**src/shared/ccd_pkg.sv**
```systemverilog
// shared constants and types for the ccd timing and converter setup block
package ccd_pkg;

  // clocking; the pixel rate is the system clock divided by eight
  localparam int          SYS_CLK_HZ     = 100_000_000;
  localparam int          PIX_MAX_HZ     = 6_000_000;
  localparam logic [3:0]  PIX_DIV        = 4'h8;
  localparam logic [3:0]  PIX_HALF       = 4'h4;

  // fixed sensor timing, in lines and pixel counts
  localparam logic [12:0] FLUSH_LINES    = 13'hfa0;
  localparam logic [6:0]  V_WIDTH_PIX    = 7'h40;

  // integration base
  localparam int          INT_CLK_HZ     = 100;
  localparam int          UNIT_INT_MS    = 10;

  // three-wire serial link; half period rounds up so the clock never
  // runs faster than its maximum
  localparam int          SER_CLK_MAX_HZ = 10_000_000;
  localparam int          SER_HALF_INT   =
    (SYS_CLK_HZ + 2 * SER_CLK_MAX_HZ - 1) / (2 * SER_CLK_MAX_HZ);
  localparam logic [3:0]  SER_HALF_CYC   = SER_HALF_INT[3:0];
  localparam logic [4:0]  SER_BITS       = 5'h10;
  localparam logic        SER_RW_WRITE   = 1'b0;

  // converter register map
  localparam int          NUM_REGS       = 8;
  localparam logic [2:0]  ADR_CFG        = 3'h0;
  localparam logic [2:0]  ADR_MUX        = 3'h1;
  localparam logic [2:0]  ADR_GAIN_R     = 3'h2;
  localparam logic [2:0]  ADR_GAIN_G     = 3'h3;
  localparam logic [2:0]  ADR_GAIN_B     = 3'h4;
  localparam logic [2:0]  ADR_OFS_R      = 3'h5;
  localparam logic [2:0]  ADR_OFS_G      = 3'h6;
  localparam logic [2:0]  ADR_OFS_B      = 3'h7;

  // configuration fields
  localparam int          CFG_CDS_BIT    = 5;
  localparam int          CFG_SPAN3_BIT  = 4;
  localparam int          CFG_SPAN15_BIT = 3;
  localparam int          CFG_CH3_BIT    = 2;
  localparam int          CFG_CH1_BIT    = 1;
  localparam logic [7:0]  CFG_ZERO_MASK  = 8'hc1;

  // mux fields
  localparam int          MUX_GREEN_BIT  = 3;
  localparam int          MUX_FIXED1_BIT = 0;

  // power-up values: cds, 3 v span, one channel; green selected
  localparam logic [7:0]  CFG_DEFAULT    = 8'h32;
  localparam logic [7:0]  MUX_DEFAULT    = 8'h09;
  localparam logic [7:0]  GAIN_DEFAULT   = 8'h00;
  localparam logic [7:0]  OFS_DEFAULT    = 8'h00;
  localparam logic [63:0] REG_DEFAULTS   = {OFS_DEFAULT, OFS_DEFAULT,
                                            OFS_DEFAULT, GAIN_DEFAULT,
                                            GAIN_DEFAULT, GAIN_DEFAULT,
                                            MUX_DEFAULT, CFG_DEFAULT};

  // one serial register write
  typedef struct packed {
    logic [2:0] addr;
    logic [7:0] data;
  } ccd_wr_t;

endpackage

```
**src/ccd_ser_wr.sv**
```systemverilog
// three-wire serial writer for the converter registers
`timescale 1ns/10ps
module ccd_ser_wr (
  // clock and reset
  input  wire logic            clk_sys_i,
  input  wire logic            rst_i,
  // write request
  input  wire logic            req_valid_i,
  input  wire ccd_pkg::ccd_wr_t req_i,
  output logic                 req_ready_o,
  // serial pins
  output logic                 sclk_o,
  output logic                 sdata_o,
  output logic                 sload_n_o
);

  logic        busy_q;
  logic        phase_q;
  logic [3:0]  div_q;
  logic [4:0]  bit_q;
  logic [15:0] sh_q;

  assign req_ready_o = ~busy_q;

  // frame: write flag, address, four idle bits, data; msb first
  always_ff @(posedge clk_sys_i) begin
    if (rst_i) begin
      busy_q  <= 1'b0;
      phase_q <= 1'b0;
      div_q   <= 4'h0;
      bit_q   <= 5'h00;
      sh_q    <= 16'h0000;
    end else if (!busy_q) begin
      if (req_valid_i) begin
        busy_q  <= 1'b1;
        phase_q <= 1'b0;
        div_q   <= 4'h0;
        bit_q   <= 5'h00;
        sh_q    <= {ccd_pkg::SER_RW_WRITE, req_i.addr, 4'h0, req_i.data};
      end
    end else if (div_q == ccd_pkg::SER_HALF_CYC - 4'h1) begin
      div_q   <= 4'h0;
      phase_q <= ~phase_q;
      // data moves after the rising edge so it is stable around it
      if (phase_q) begin
        sh_q <= {sh_q[14:0], 1'b0};
        if (bit_q == ccd_pkg::SER_BITS - 5'h01) begin
          busy_q <= 1'b0;
        end else begin
          bit_q <= bit_q + 5'h01;
        end
      end
    end else begin
      div_q <= div_q + 4'h1;
    end
  end

  assign sclk_o    = phase_q;
  assign sdata_o   = sh_q[15];
  assign sload_n_o = ~busy_q;

endmodule // ccd_ser_wr

```
**src/ccd_line_tmr.sv**
```systemverilog
// pixel divider and line timer
`timescale 1ns/10ps
module ccd_line_tmr #(
  parameter int LW = 13
) (
  // clock and reset
  input  wire logic          clk_sys_i,
  input  wire logic          rst_i,
  // control
  input  wire logic          run_i,
  input  wire logic [LW-1:0] pix_per_line_i,
  // timing
  output logic               pix_tick_o,
  output logic               line_end_o,
  output logic               v_active_o,
  output logic               h_first_o
);

  logic [3:0]    div_q;
  logic [LW-1:0] pix_q;
  logic [LW-1:0] line_len;

  // line is the vertical pulse followed by the pixels
  assign line_len   = LW'(ccd_pkg::V_WIDTH_PIX) + pix_per_line_i;
  assign pix_tick_o = run_i && (div_q == ccd_pkg::PIX_DIV - 4'h1);
  assign line_end_o = pix_tick_o && (pix_q >= line_len - LW'(1));
  assign v_active_o = run_i && (pix_q < LW'(ccd_pkg::V_WIDTH_PIX));
  assign h_first_o  = div_q < ccd_pkg::PIX_HALF;

  always_ff @(posedge clk_sys_i) begin
    if (rst_i || !run_i) begin
      div_q <= 4'h0;
    end else if (pix_tick_o) begin
      div_q <= 4'h0;
    end else begin
      div_q <= div_q + 4'h1;
    end
  end

  always_ff @(posedge clk_sys_i) begin
    if (rst_i || !run_i) begin
      pix_q <= '0;
    end else if (line_end_o) begin
      pix_q <= '0;
    end else if (pix_tick_o) begin
      pix_q <= pix_q + LW'(1);
    end
  end

endmodule // ccd_line_tmr

```
**src/ccd_timing_top.sv**
```systemverilog
// sensor clocking sequencer and converter register loader
// Function
// - the pixel period is eight system clock cycles.
// - pixel rates up to 6 MHz are supported, with the system clock at 8x.
// - a flush clocks out 4000 line periods whatever the sensor geometry.
// - the vertical transfer pulse lasts 64 pixel counts.
// - integration ends on the int_units_i-th integration clock rise; zero units gives one cycle.
// - config byte has bits 7, 6, 0 zero and holds cds, span, channel mode.
// - registers 2 to 4 hold the red, green and blue gain codes.
// - registers 5 to 7 hold sign-magnitude red, green, blue offset codes.
// - with internal programming all eight registers load after power-up.
// - in still mode a trigger fall runs flush, integrate, one frame, wait.
// - in free-run mode frames repeat with no flush phase.
`timescale 1ns/10ps
module ccd_timing_top #(
  parameter int LW = 13
) (
  // clock and reset
  input  wire logic          clk_sys_i,
  input  wire logic          rst_i,
  // mode and geometry
  input  wire logic          still_mode_i,
  input  wire logic          acquire_n_i,
  input  wire logic          int_clk_i,
  input  wire logic [5:0]    int_units_i,
  input  wire logic [LW-1:0] pix_per_line_i,
  input  wire logic [LW-1:0] lines_per_frame_i,
  // converter programming
  input  wire logic          prog_internal_i,
  input  wire logic [2:0]    adj_addr_i,
  input  wire logic [7:0]    adj_data_i,
  // sensor and sync outputs
  output logic [1:0]         vertical_phase_clocks_o,
  output logic [1:0]         horizontal_phase_clocks_o,
  output logic               pix_sync_o,
  output logic               line_sync_o,
  output logic               frame_sync_o,
  output logic               integrate_o,
  output logic               flushing_o,
  // converter serial link
  output logic               ser_clk_o,
  output logic               ser_data_o,
  output logic               ser_load_n_o,
  output logic               adc_busy_o
);

  typedef enum {ST_IDLE, ST_FLUSH, ST_INTEG, ST_READ} ccd_state_t;

  ccd_state_t       st_q;
  logic [LW-1:0]    line_cnt_q;
  logic [5:0]       int_cnt_q;
  logic             acq_q;
  logic             intclk_q;
  logic             boot_q;
  logic             acq_fall;
  logic             int_tick;
  logic             run;
  logic             pix_tick;
  logic             line_end;
  logic             v_active;
  logic             h_first;
  logic [7:0]       shadow_q [ccd_pkg::NUM_REGS];
  logic [7:0]       pend_q;
  logic [7:0]       pend_d;
  logic [2:0]       sel;
  logic             req_valid;
  logic             req_ready;
  ccd_pkg::ccd_wr_t req;

  // the trigger is active low; only its falling edge counts
  assign acq_fall = acq_q && !acquire_n_i;
  assign int_tick = int_clk_i && !intclk_q;
  assign run      = (st_q == ST_FLUSH) || (st_q == ST_READ);

  always_ff @(posedge clk_sys_i) begin
    if (rst_i) begin
      acq_q    <= 1'b1;
      intclk_q <= 1'b0;
    end else begin
      acq_q    <= acquire_n_i;
      intclk_q <= int_clk_i;
    end
  end

  // rate limit: pixel rate tracks the system clock, no other divider
  ccd_line_tmr #(
    .LW (LW)
  ) u_line (
    .clk_sys_i      (clk_sys_i),
    .rst_i          (rst_i),
    .run_i          (run),
    .pix_per_line_i (pix_per_line_i),
    .pix_tick_o     (pix_tick),
    .line_end_o     (line_end),
    .v_active_o     (v_active),
    .h_first_o      (h_first)
  );

  // acquisition sequencer
  always_ff @(posedge clk_sys_i) begin
    if (rst_i) begin
      st_q       <= ST_IDLE;
      line_cnt_q <= '0;
      int_cnt_q  <= 6'h00;
    end else begin
      case (st_q)
        ST_IDLE: begin
          line_cnt_q <= '0;
          int_cnt_q  <= 6'h00;
          if (!still_mode_i) begin
            st_q <= ST_INTEG;
          end else if (acq_fall) begin
            st_q <= ST_FLUSH;
          end
        end
        ST_FLUSH: begin
          if (line_end) begin
            if (line_cnt_q == LW'(ccd_pkg::FLUSH_LINES) - LW'(1)) begin
              st_q       <= ST_INTEG;
              line_cnt_q <= '0;
            end else begin
              line_cnt_q <= line_cnt_q + LW'(1);
            end
          end
        end
        ST_INTEG: begin
          // zero units means no exposure beyond the flush
          if (int_units_i == 6'h00) begin
            st_q      <= ST_READ;
            int_cnt_q <= 6'h00;
          end else if (int_tick) begin
            if (int_cnt_q >= int_units_i - 6'h01) begin
              st_q      <= ST_READ;
              int_cnt_q <= 6'h00;
            end else begin
              int_cnt_q <= int_cnt_q + 6'h01;
            end
          end
        end
        ST_READ: begin
          if (line_end) begin
            if (line_cnt_q + LW'(1) >= lines_per_frame_i) begin
              line_cnt_q <= '0;
              // a mode change takes effect only at a frame boundary
              st_q <= still_mode_i ? ST_IDLE : ST_INTEG;
            end else begin
              line_cnt_q <= line_cnt_q + LW'(1);
            end
          end
        end
        default: begin
          st_q <= ST_IDLE;
        end
      endcase
    end
  end

  // registered sensor clocks and syncs
  always_ff @(posedge clk_sys_i) begin
    if (rst_i) begin
      vertical_phase_clocks_o   <= 2'h0;
      horizontal_phase_clocks_o <= 2'h0;
      pix_sync_o                <= 1'b0;
      line_sync_o               <= 1'b0;
      frame_sync_o              <= 1'b0;
      integrate_o               <= 1'b0;
      flushing_o                <= 1'b0;
    end else begin
      vertical_phase_clocks_o   <= {v_active, 1'b0} | {1'b0, run && !v_active};
      horizontal_phase_clocks_o <= (run && !v_active) ?
                                   {h_first, !h_first} : 2'h0;
      pix_sync_o                <= pix_tick && (st_q == ST_READ) && !v_active;
      line_sync_o               <= (st_q == ST_READ) && !v_active;
      frame_sync_o              <= st_q == ST_READ;
      integrate_o               <= st_q == ST_INTEG;
      flushing_o                <= st_q == ST_FLUSH;
    end
  end

  // one flop per boot; strap is looked at only after reset release
  always_ff @(posedge clk_sys_i) begin
    if (rst_i) begin
      boot_q <= 1'b0;
    end else begin
      boot_q <= 1'b1;
    end
  end

  // shadow copy of the converter registers, one entry per address
  for (genvar g = 0; g < ccd_pkg::NUM_REGS; g++) begin : g_shadow
    always_ff @(posedge clk_sys_i) begin
      if (rst_i) begin
        shadow_q[g] <= ccd_pkg::REG_DEFAULTS[g*8 +: 8];
      end else if (prog_internal_i && acq_fall && adj_addr_i == 3'(g)) begin
        // test bits of the config byte are forced low
        if (3'(g) == ccd_pkg::ADR_CFG) begin
          shadow_q[g] <= adj_data_i & ~ccd_pkg::CFG_ZERO_MASK;
        end else begin
          shadow_q[g] <= adj_data_i;
        end
      end
    end
  end

  // lowest pending address goes first
  always_comb begin
    sel = 3'h0;
    for (int i = ccd_pkg::NUM_REGS - 1; i >= 0; i--) begin
      if (pend_q[i]) begin
        sel = 3'(i);
      end
    end
  end

  assign req_valid = |pend_q;
  assign req.addr  = sel;
  assign req.data  = shadow_q[sel];

  // new request for an address wins over the clear of its pending bit
  always_comb begin
    pend_d = pend_q;
    if (req_valid && req_ready) begin
      pend_d[sel] = 1'b0;
    end
    if (!boot_q && prog_internal_i) begin
      pend_d = 8'hff;
    end
    if (prog_internal_i && acq_fall) begin
      pend_d[adj_addr_i] = 1'b1;
    end
  end

  always_ff @(posedge clk_sys_i) begin
    if (rst_i) begin
      pend_q <= 8'h00;
    end else begin
      pend_q <= pend_d;
    end
  end

  ccd_ser_wr u_ser (
    .clk_sys_i   (clk_sys_i),
    .rst_i       (rst_i),
    .req_valid_i (req_valid),
    .req_i       (req),
    .req_ready_o (req_ready),
    .sclk_o      (ser_clk_o),
    .sdata_o     (ser_data_o),
    .sload_n_o   (ser_load_n_o)
  );

  assign adc_busy_o = req_valid || !req_ready;

endmodule // ccd_timing_top

```
**config.mk**
```make
export PLATFORM = sky130hd
export DESIGN_NAME = ccd_timing_top
export DESIGN_NICKNAME = d
export VERILOG_FILES = /design/src/shared/ccd_pkg.sv /design/src/ccd_ser_wr.sv /design/src/ccd_line_tmr.sv /design/src/ccd_timing_top.sv
export SDC_FILE = /design/constraint.sdc
export NUM_CORES = 1
export LEC_CHECK = 0
export BUFFER_PORTS_ARGS = -buffer_cell sky130_fd_sc_hd__buf_2
export CAP_MARGIN = 10
export CORE_MARGIN = 2
export CORE_UTILIZATION = 36
export CTS_CLUSTER_SIZE = 20
export DETAILED_ROUTE_END_ITERATION = 10
export HOLD_SLACK_MARGIN = 0.08
export SLEW_MARGIN = 30
export SYNTH_ARGS = -nofsm -noshare
export SYNTH_HDL_FRONTEND = slang
export SYNTH_SLANG_ARGS = --single-unit
```
**constraint.sdc**
```tcl
create_clock -name clk_sys_i -period 3.9 [get_ports clk_sys_i]
set_input_delay 0.195 -clock clk_sys_i [delete_from_list [all_inputs] [get_ports clk_sys_i]]
set_output_delay 0.195 -clock clk_sys_i [all_outputs]
set_load 0.01 [all_outputs]
```
==> results.cfg, run 1 <==
[power]
clkPwrFrac_pct = 40.5
sw_frac_of_total_pct = 31.7
power_frac_comb_pct = 16.2
internal-power_uw = 2760
irDropWorstVdd_mv = 0.295
pwr-share-seq_pct = 43.3
p_switching_uw = 1280
p_per_area_nw_per_um2 = 460
p_leak_uw = 0.00357

[placed_design]
globalplace.congestion = 0.778
place_ws_ns = 0.892
dp_hpwl_um = 12200
portBuffers = 61

[routing]
drc = 0
vias_per_cell = 5.15
wire_per_inst_um = 15.1
dr_total_vias = 5917
routed_wirelength_um = 17400
drtIter0Drc = 394
ant_nets = 0
dr.pass1.iters = 6

[clock_tree]
cts_tree = built
clkTransAtPathRegs_ns = 0.07
cts_resized = 0
htreeDepth = 4
cts_root_buffer = clkbuf_16
cts_sinks = 146
clock_path_buffers = 2
numCtsBuffers = 17
clock_latency_ns = 0.45

[timing]
fin_crit_ns = 3.05
finalSetupTns_ns = 0
hold_viol = 0
worst_slew_margin_rel_pct = 51.0
layout_setup_ws_ns = 0.853
fmaxAchievable_ghz = 0.328
tightest_slew_ns = 0.732
finalClockSkew_ns = 0.0126
min_period_over_period_pct = 78.1
maxSlewViolCount = 0
rsz0062_at_grt = false
setup_violations = 0

[cells_and_area]
fin_nets = 953
drive_gt1_share_pct = 13.4
synthToLayoutAreaGrowth_pct = 15.1
multi_input_area_um2 = 3830
seq_area_um2 = 3530
diodes = 0
fillCellCount = 2108

[die]
ios = 62
dieArea_um2 = 22400
start_util_pct = 36.5
die_w_um = 150
rows = 53
die_y_um = 150
coreArea_um2 = 21000

[global_route]
antenna_found_initial = 0
grt_use_total_pct = 16.2
grt_pass1_wl_um = 28400
grt_pass1_vias = 5591
grt_max_degree = 63
overflow = 0

[min_path]
hold_path_depth = 4
min_path_type = input pin to register

[yosys]
syn_area_per_cell_um2 = 9.50
synth.most_common_cell = nand2_1
ys_types = 69
syn-cell-area_um2 = 7650
netlist_instances = 805
synth_seq_cells = 146
synth_top_area_share_pct = 24.0
synthTopCellsByCount = nand2_1, dfxtp_1, nor2_1
async_flop_share_pct = 0
synth_edf_count = 61
ys_warn_count = 0
yosys-top-cells-area = edfxtp_1, dfxtp_1, ha_1, and2_1, nand2_1
synth_fp_nets = 897
synth_flop_cell = dfxtp_1
synth-seq-area-share_pct = 46.2
yosys.area.top_type = edfxtp_1

[setup_path]
start_kind = register
reg2reg_depth = 11
cp_max_fo = 11
end_kind = register
worstPathArrival_ns = 3.40
critPathRequiredTime_ns = 4.26
worstSetupPathType = register to register

[outcome]
status = finished clean

[run]
cap_violations = 0
layout make-up:
cell class                      count  area share (%)
Inverter                           35            1.49
Clock buffer                       17            4.84
Multi-Input combinational cell    593            43.5
Clock inverter                     15            1.98
Timing Repair Buffer               68            4.12
Sequential cell                   146            40.2
Tap cell                          275            3.91
what timing repair did:
action / 4_1_cts / 5_1_grt
hold buffers: 2 / 0
endpoints found under the hold margin: 2 / 0
endpoints found under the setup margin: 0 / 0
setup buffers: 0 / 0
path summary, 6_finish.rpt:
kind / slack, ns / startpoint / end
min: 0.1 / still_mode_i / st_q[0]$_SDFFE_PP0P_
min reg2reg: 0.45 / u_ser.sh_q[10]$_SDFFE_PP0P_ / u_ser.sh_q[10]$_SDFFE_PP0P_
max reg2reg: 0.85 / line_cnt_q[0]$_SDFFE_PP0P_ / st_q[1]$_SDFFE_PP0P_
max: 0.85 / line_cnt_q[0]$_SDFFE_PP0P_ / st_q[1]$_SDFFE_PP0P_
layer usage:
metal	global-route usage [%]	vias to the layer above	wire, µm
li1	-	3017	-
met1	21.4	2736	8180
met2	26.8	145	8070
met3	3.17	19	862
met4	5.33	0	263
met5	0	-	0
cell usage in the layout (no fill, tap or decap), types with 4 or more instances in the layout:
| master | synthesis | final |
|---|---|---|
| a21o_1 | 4 | 4 |
| nand2_1 | 91 | 91 |
| a211oi_1 | 7 | 7 |
| nand3_1 | 46 | 46 |
| o211ai_1 | 4 | 4 |
| nor2_1 | 69 | 69 |
| edfxtp_1 | 61 | 61 |
| clkinv_8 | 0 | 4 |
| and3_1 | 17 | 17 |
| xnor2_1 | 16 | 16 |
| or3_1 | 6 | 6 |
| buf_2 | 7 | 61 |
| buf_4 | 4 | 5 |
| a221oi_1 | 4 | 4 |
| a31oi_1 | 9 | 9 |
| o21ai_0 | 16 | 16 |
| nor2b_1 | 8 | 8 |
| o21ai_1 | 15 | 15 |
| nor3_1 | 9 | 9 |
| ha_1 | 43 | 43 |
| nor3b_1 | 5 | 5 |
| inv_8 | 0 | 5 |
| xor2_1 | 26 | 26 |
| a222oi_1 | 14 | 14 |
| nand2b_1 | 7 | 7 |
| or2_2 | 4 | 4 |
| dfxtp_1 | 85 | 85 |
| clkbuf_16 | 0 | 17 |
| and2_1 | 59 | 59 |
| mux2i_1 | 4 | 4 |
| inv_1 | 32 | 32 |
| a21oi_1 | 46 | 46 |
| nand4_1 | 9 | 9 |
worst max-delay path, cell delays in order, from the launching register on:
cell and delay (ns):
dfxtp_1 0.41, ha_1 0.23, and4_1 0.30, nand4_1 0.14, xnor2_1 0.24, ha_1 0.28, and4_1 0.21, a21oi_1 0.15
nor4b_4 0.25, a21o_1 0.37, o21ai_1 0.13, a211oi_1 0.25
power groups by stage:
stage                     combinational (µW)  clock (µW)  sequential [µW]
after detailed placement                 656           0             1780
after floorplan                          511           0             1750
after global routing                     737        1730             1760
after global placement                   654           0             1780
final                                    656        1640             1750
after CTS                                659        1670             1750
through the flow:
stage | area (µm²) | power (µW) | util (%) | instances | hold slack, ns
floorplan | 7650 | 2260 | - | 805 | 0.302
global placement | 8180 | 2440 | 39.0 | 1115 | 0.403
detailed placement | 8180 | 2440 | 39.0 | 1115 | 0.406
CTS | 8800 | 4080 | 42.0 | 1149 | 0.0857
global route | 8800 | 4220 | 42.0 | 1149 | 0.117
finish | 8800 | 4050 | 42.0 | 1149 | 0.0965
flip-flops by register name, summed over array words and instances, names as in the netlist, 5 cells and up:
signal	cells
line_cnt_q	13
pend_q	8
int_cnt_q	6
u_line.pix_q	13
u_ser.sh_q	16
u_ser.bit_q	5
shadow_q	61
kinds of logic after synthesis:
| group | count (synthesis) | share of synthesized area (%) |
|---|---|---|
| DFF | 146 | 46.2 |
| muxes | 5 | 0.671 |
| adders and majority gates | 43 | 7.04 |
| buffers and inverters | 66 | 3.80 |
| AOI/OAI and AO/OA | 152 | 13.6 |
| xor gates and xnor gates | 42 | 4.81 |
| and+or+nand+nor | 351 | 23.9 |
Power figures use the tool's default switching activity.
==> inputs of run 2 (changes only) <==
Clock period 3.9 ns to 2.6 ns, I/O delays scaled along.
==> run 2 against run 1 <==
  * The run now ends with negative setup slack left
  * Sequential power up 49%
  * Register-to-register slack worse by 0.89 ns
  * Sequential share of layout area down 2.4 points
  * Critical path depth up 1
  * Maximum frequency up 15%
  * Wire length up 4.1%
  * Global-route usage up 0.73 points
  * Clock skew up 0.0023 ns
  * Final cell count up 4.5%
  * Worst setup slack worse by 0.89 ns
==> results.cfg, run 2 (synthesis results as in run 1) <==
[timing]
rsz0062_at_grt = true
tightest_slew_ns = 0.824
finalSetupTns_ns = -0.226
worst_slew_margin_rel_pct = 44.9
layout_setup_ws_ns = -0.0384
fin_crit_ns = 2.64
setup_violations = 10
min_period_over_period_pct = 101
maxSlewViolCount = 0
holdWs_ns = 0.0922
finalClockSkew_ns = 0.0149
hold_viol = 0
fmaxAchievable_ghz = 0.379

[clock_tree]
clkTransAtPathRegs_ns = 0.07
clock_latency_ns = 0.43
clock_path_buffers = 2
cts_sinks = 146
numCtsBuffers = 17
cts_root_buffer = clkbuf_16
cts_tree = built
htreeDepth = 4

[cells_and_area]
drive_gt1_share_pct = 20.3
diodes = 0
regMostFlops = shadow_q
final_cell_mix = nand2_1, dfxtp_1, nor2_1
largest_reg_flops = 61
final_common_cell = nand2_1
synthToLayoutAreaGrowth_pct = 22.6
top_regs = shadow_q (61), u_ser.sh_q (16)
stdcell_count = 1201
fillCellCount = 2048
fin_nets = 1005
design_area_um2 = 9370

[routing]
wire_per_inst_um = 15.1
dr.pass1.iters = 6
drtIter0Drc = 419
routed_wirelength_um = 18100
ant_nets = 0
vias_per_cell = 5.13
dr_total_vias = 6157
drc = 0

[die]
ios = 62
die_y_um = 150
dieArea_um2 = 22400
rows = 53
coreArea_um2 = 21000
die_w_um = 150
start_util_pct = 36.5

[power]
p_leak_uw = 0.00388
p_per_area_nw_per_um2 = 663
finalPower_uw = 6220
irDropWorstVdd_mv = 0.411

[placed_design]
dp_cells = 1154
portBuffers = 61
place_area_um2 = 8470
dp_hpwl_um = 13100
globalplace.congestion = 0.804

[setup_path]
reg2reg_depth = 12
r2r_setup_slack_ns = -0.04
crit_cells = 12
cp_max_fo = 8
start_kind = register
worstSetupPathType = register to register
cp_num_buf_inv = 1
critPathRequiredTime_ns = 2.95
reg2reg_from = line_cnt_q[1]$_SDFFE_PP0P_
end_kind = register
rr_endpoint = line_cnt_q[5]$_SDFFE_PP0P_
path_cells = ha_4 -> and4_4 -> nand3_2 -> xnor2_2 -> ha_1 -> a21oi_2 -> nor2_1 -> nor4b_4 -> a21o_1 -> buf_6 -> o211ai_1 -> a21oi_1
max_stage_delay_ns = 0.37
path_delay_family = simple AND/OR/NAND/NOR gates
cp_slowest_cell = dfxtp_4
worstPathArrival_ns = 2.99

[global_route]
grt_pass1_wl_um = 29900
grt_max_degree = 31
overflow = 0
grt_pass1_vias = 5952
grt_use_total_pct = 16.9
antenna_found_initial = 0

[min_path]
hold_end = shadow_q[1][3]$_SDFFCE_PN1P_
min-delay-start = adj_data_i[3]
min_path_type = input pin to register
hold_path_depth = 2

[run]
cap_violations = 0

[outcome]
status = complete, but fails checks
violations = negative setup slack
[run 2: cell types whose count changed in the layout (fill, tap and decap cells not counted), moves of 3 or more]
cell,delta
nand3_1,-3
dfxtp_1,-3
a21oi_1,-4
xnor2_2,+4
buf_4,+45
dlygate4sd3_1,+6
a21oi_2,+4
xnor2_1,-4
[run 2: where the power goes]
part	leakage [µW]	switching [µW]	total, µW	internal [µW]
clock	0.000292	1150	2460	1310
combinational	0.00225	704	1160	454
sequential	0.00134	95.6	2600	2500
total	0.00388	1950	6220	4260
[run 2: how the worst max path moves through the flow]
stage | end | startpoint | slack [ns]
floorplan | line_cnt_q[2]$_SDFFE_PP0P_ | line_cnt_q[0]$_SDFFE_PP0P_ | 0.04
global placement | line_cnt_q[5]$_SDFFE_PP0P_ | line_cnt_q[0]$_SDFFE_PP0P_ | -0.14
detailed placement | line_cnt_q[5]$_SDFFE_PP0P_ | line_cnt_q[0]$_SDFFE_PP0P_ | -0.17
CTS | line_cnt_q[5]$_SDFFE_PP0P_ | line_cnt_q[0]$_SDFFE_PP0P_ | -0.13
global route | line_cnt_q[5]$_SDFFE_PP0P_ | line_cnt_q[0]$_SDFFE_PP0P_ | -0.18
finish | line_cnt_q[5]$_SDFFE_PP0P_ | line_cnt_q[1]$_SDFFE_PP0P_ | -0.04
[run 2: routing by layer]
layer	track usage, %	share of wire (%)	up-vias
met4	5.33	0.99	0
met3	3.51	4.5	17
li1	-	-	3113
met5	0	0	-
met1	22.9	47	2899
met2	27.3	47	128
[run 2: timing repair]
action,in CTS,in global routing
cloned,0,0
endpoints found under the setup margin,15,15
hold buffers,8,0
buffers inserted,2,5
pin swaps,14,19
endpoints found under the hold margin,32,0
gates resized for setup,21,16
[run 2: layout make-up]
type	instances	area (µm²)	share of cell area, %
Multi-Input combinational cell	593	3980	42.5
Sequential cell	146	3540	37.8
Timing Repair Buffer	120	772	8.24
Clock buffer	17	425	4.54
Tap cell	275	344	3.67
Clock inverter	15	175	1.87
Inverter	35	131	1.40
[run 2: metrics by stage]
stage               util, %  setup WS, ns
global placement       40.4        -0.137
detailed placement     40.4        -0.173
floorplan                 -        0.0392
CTS                    44.2        -0.127
global route           44.7        -0.185
finish                 44.7       -0.0384
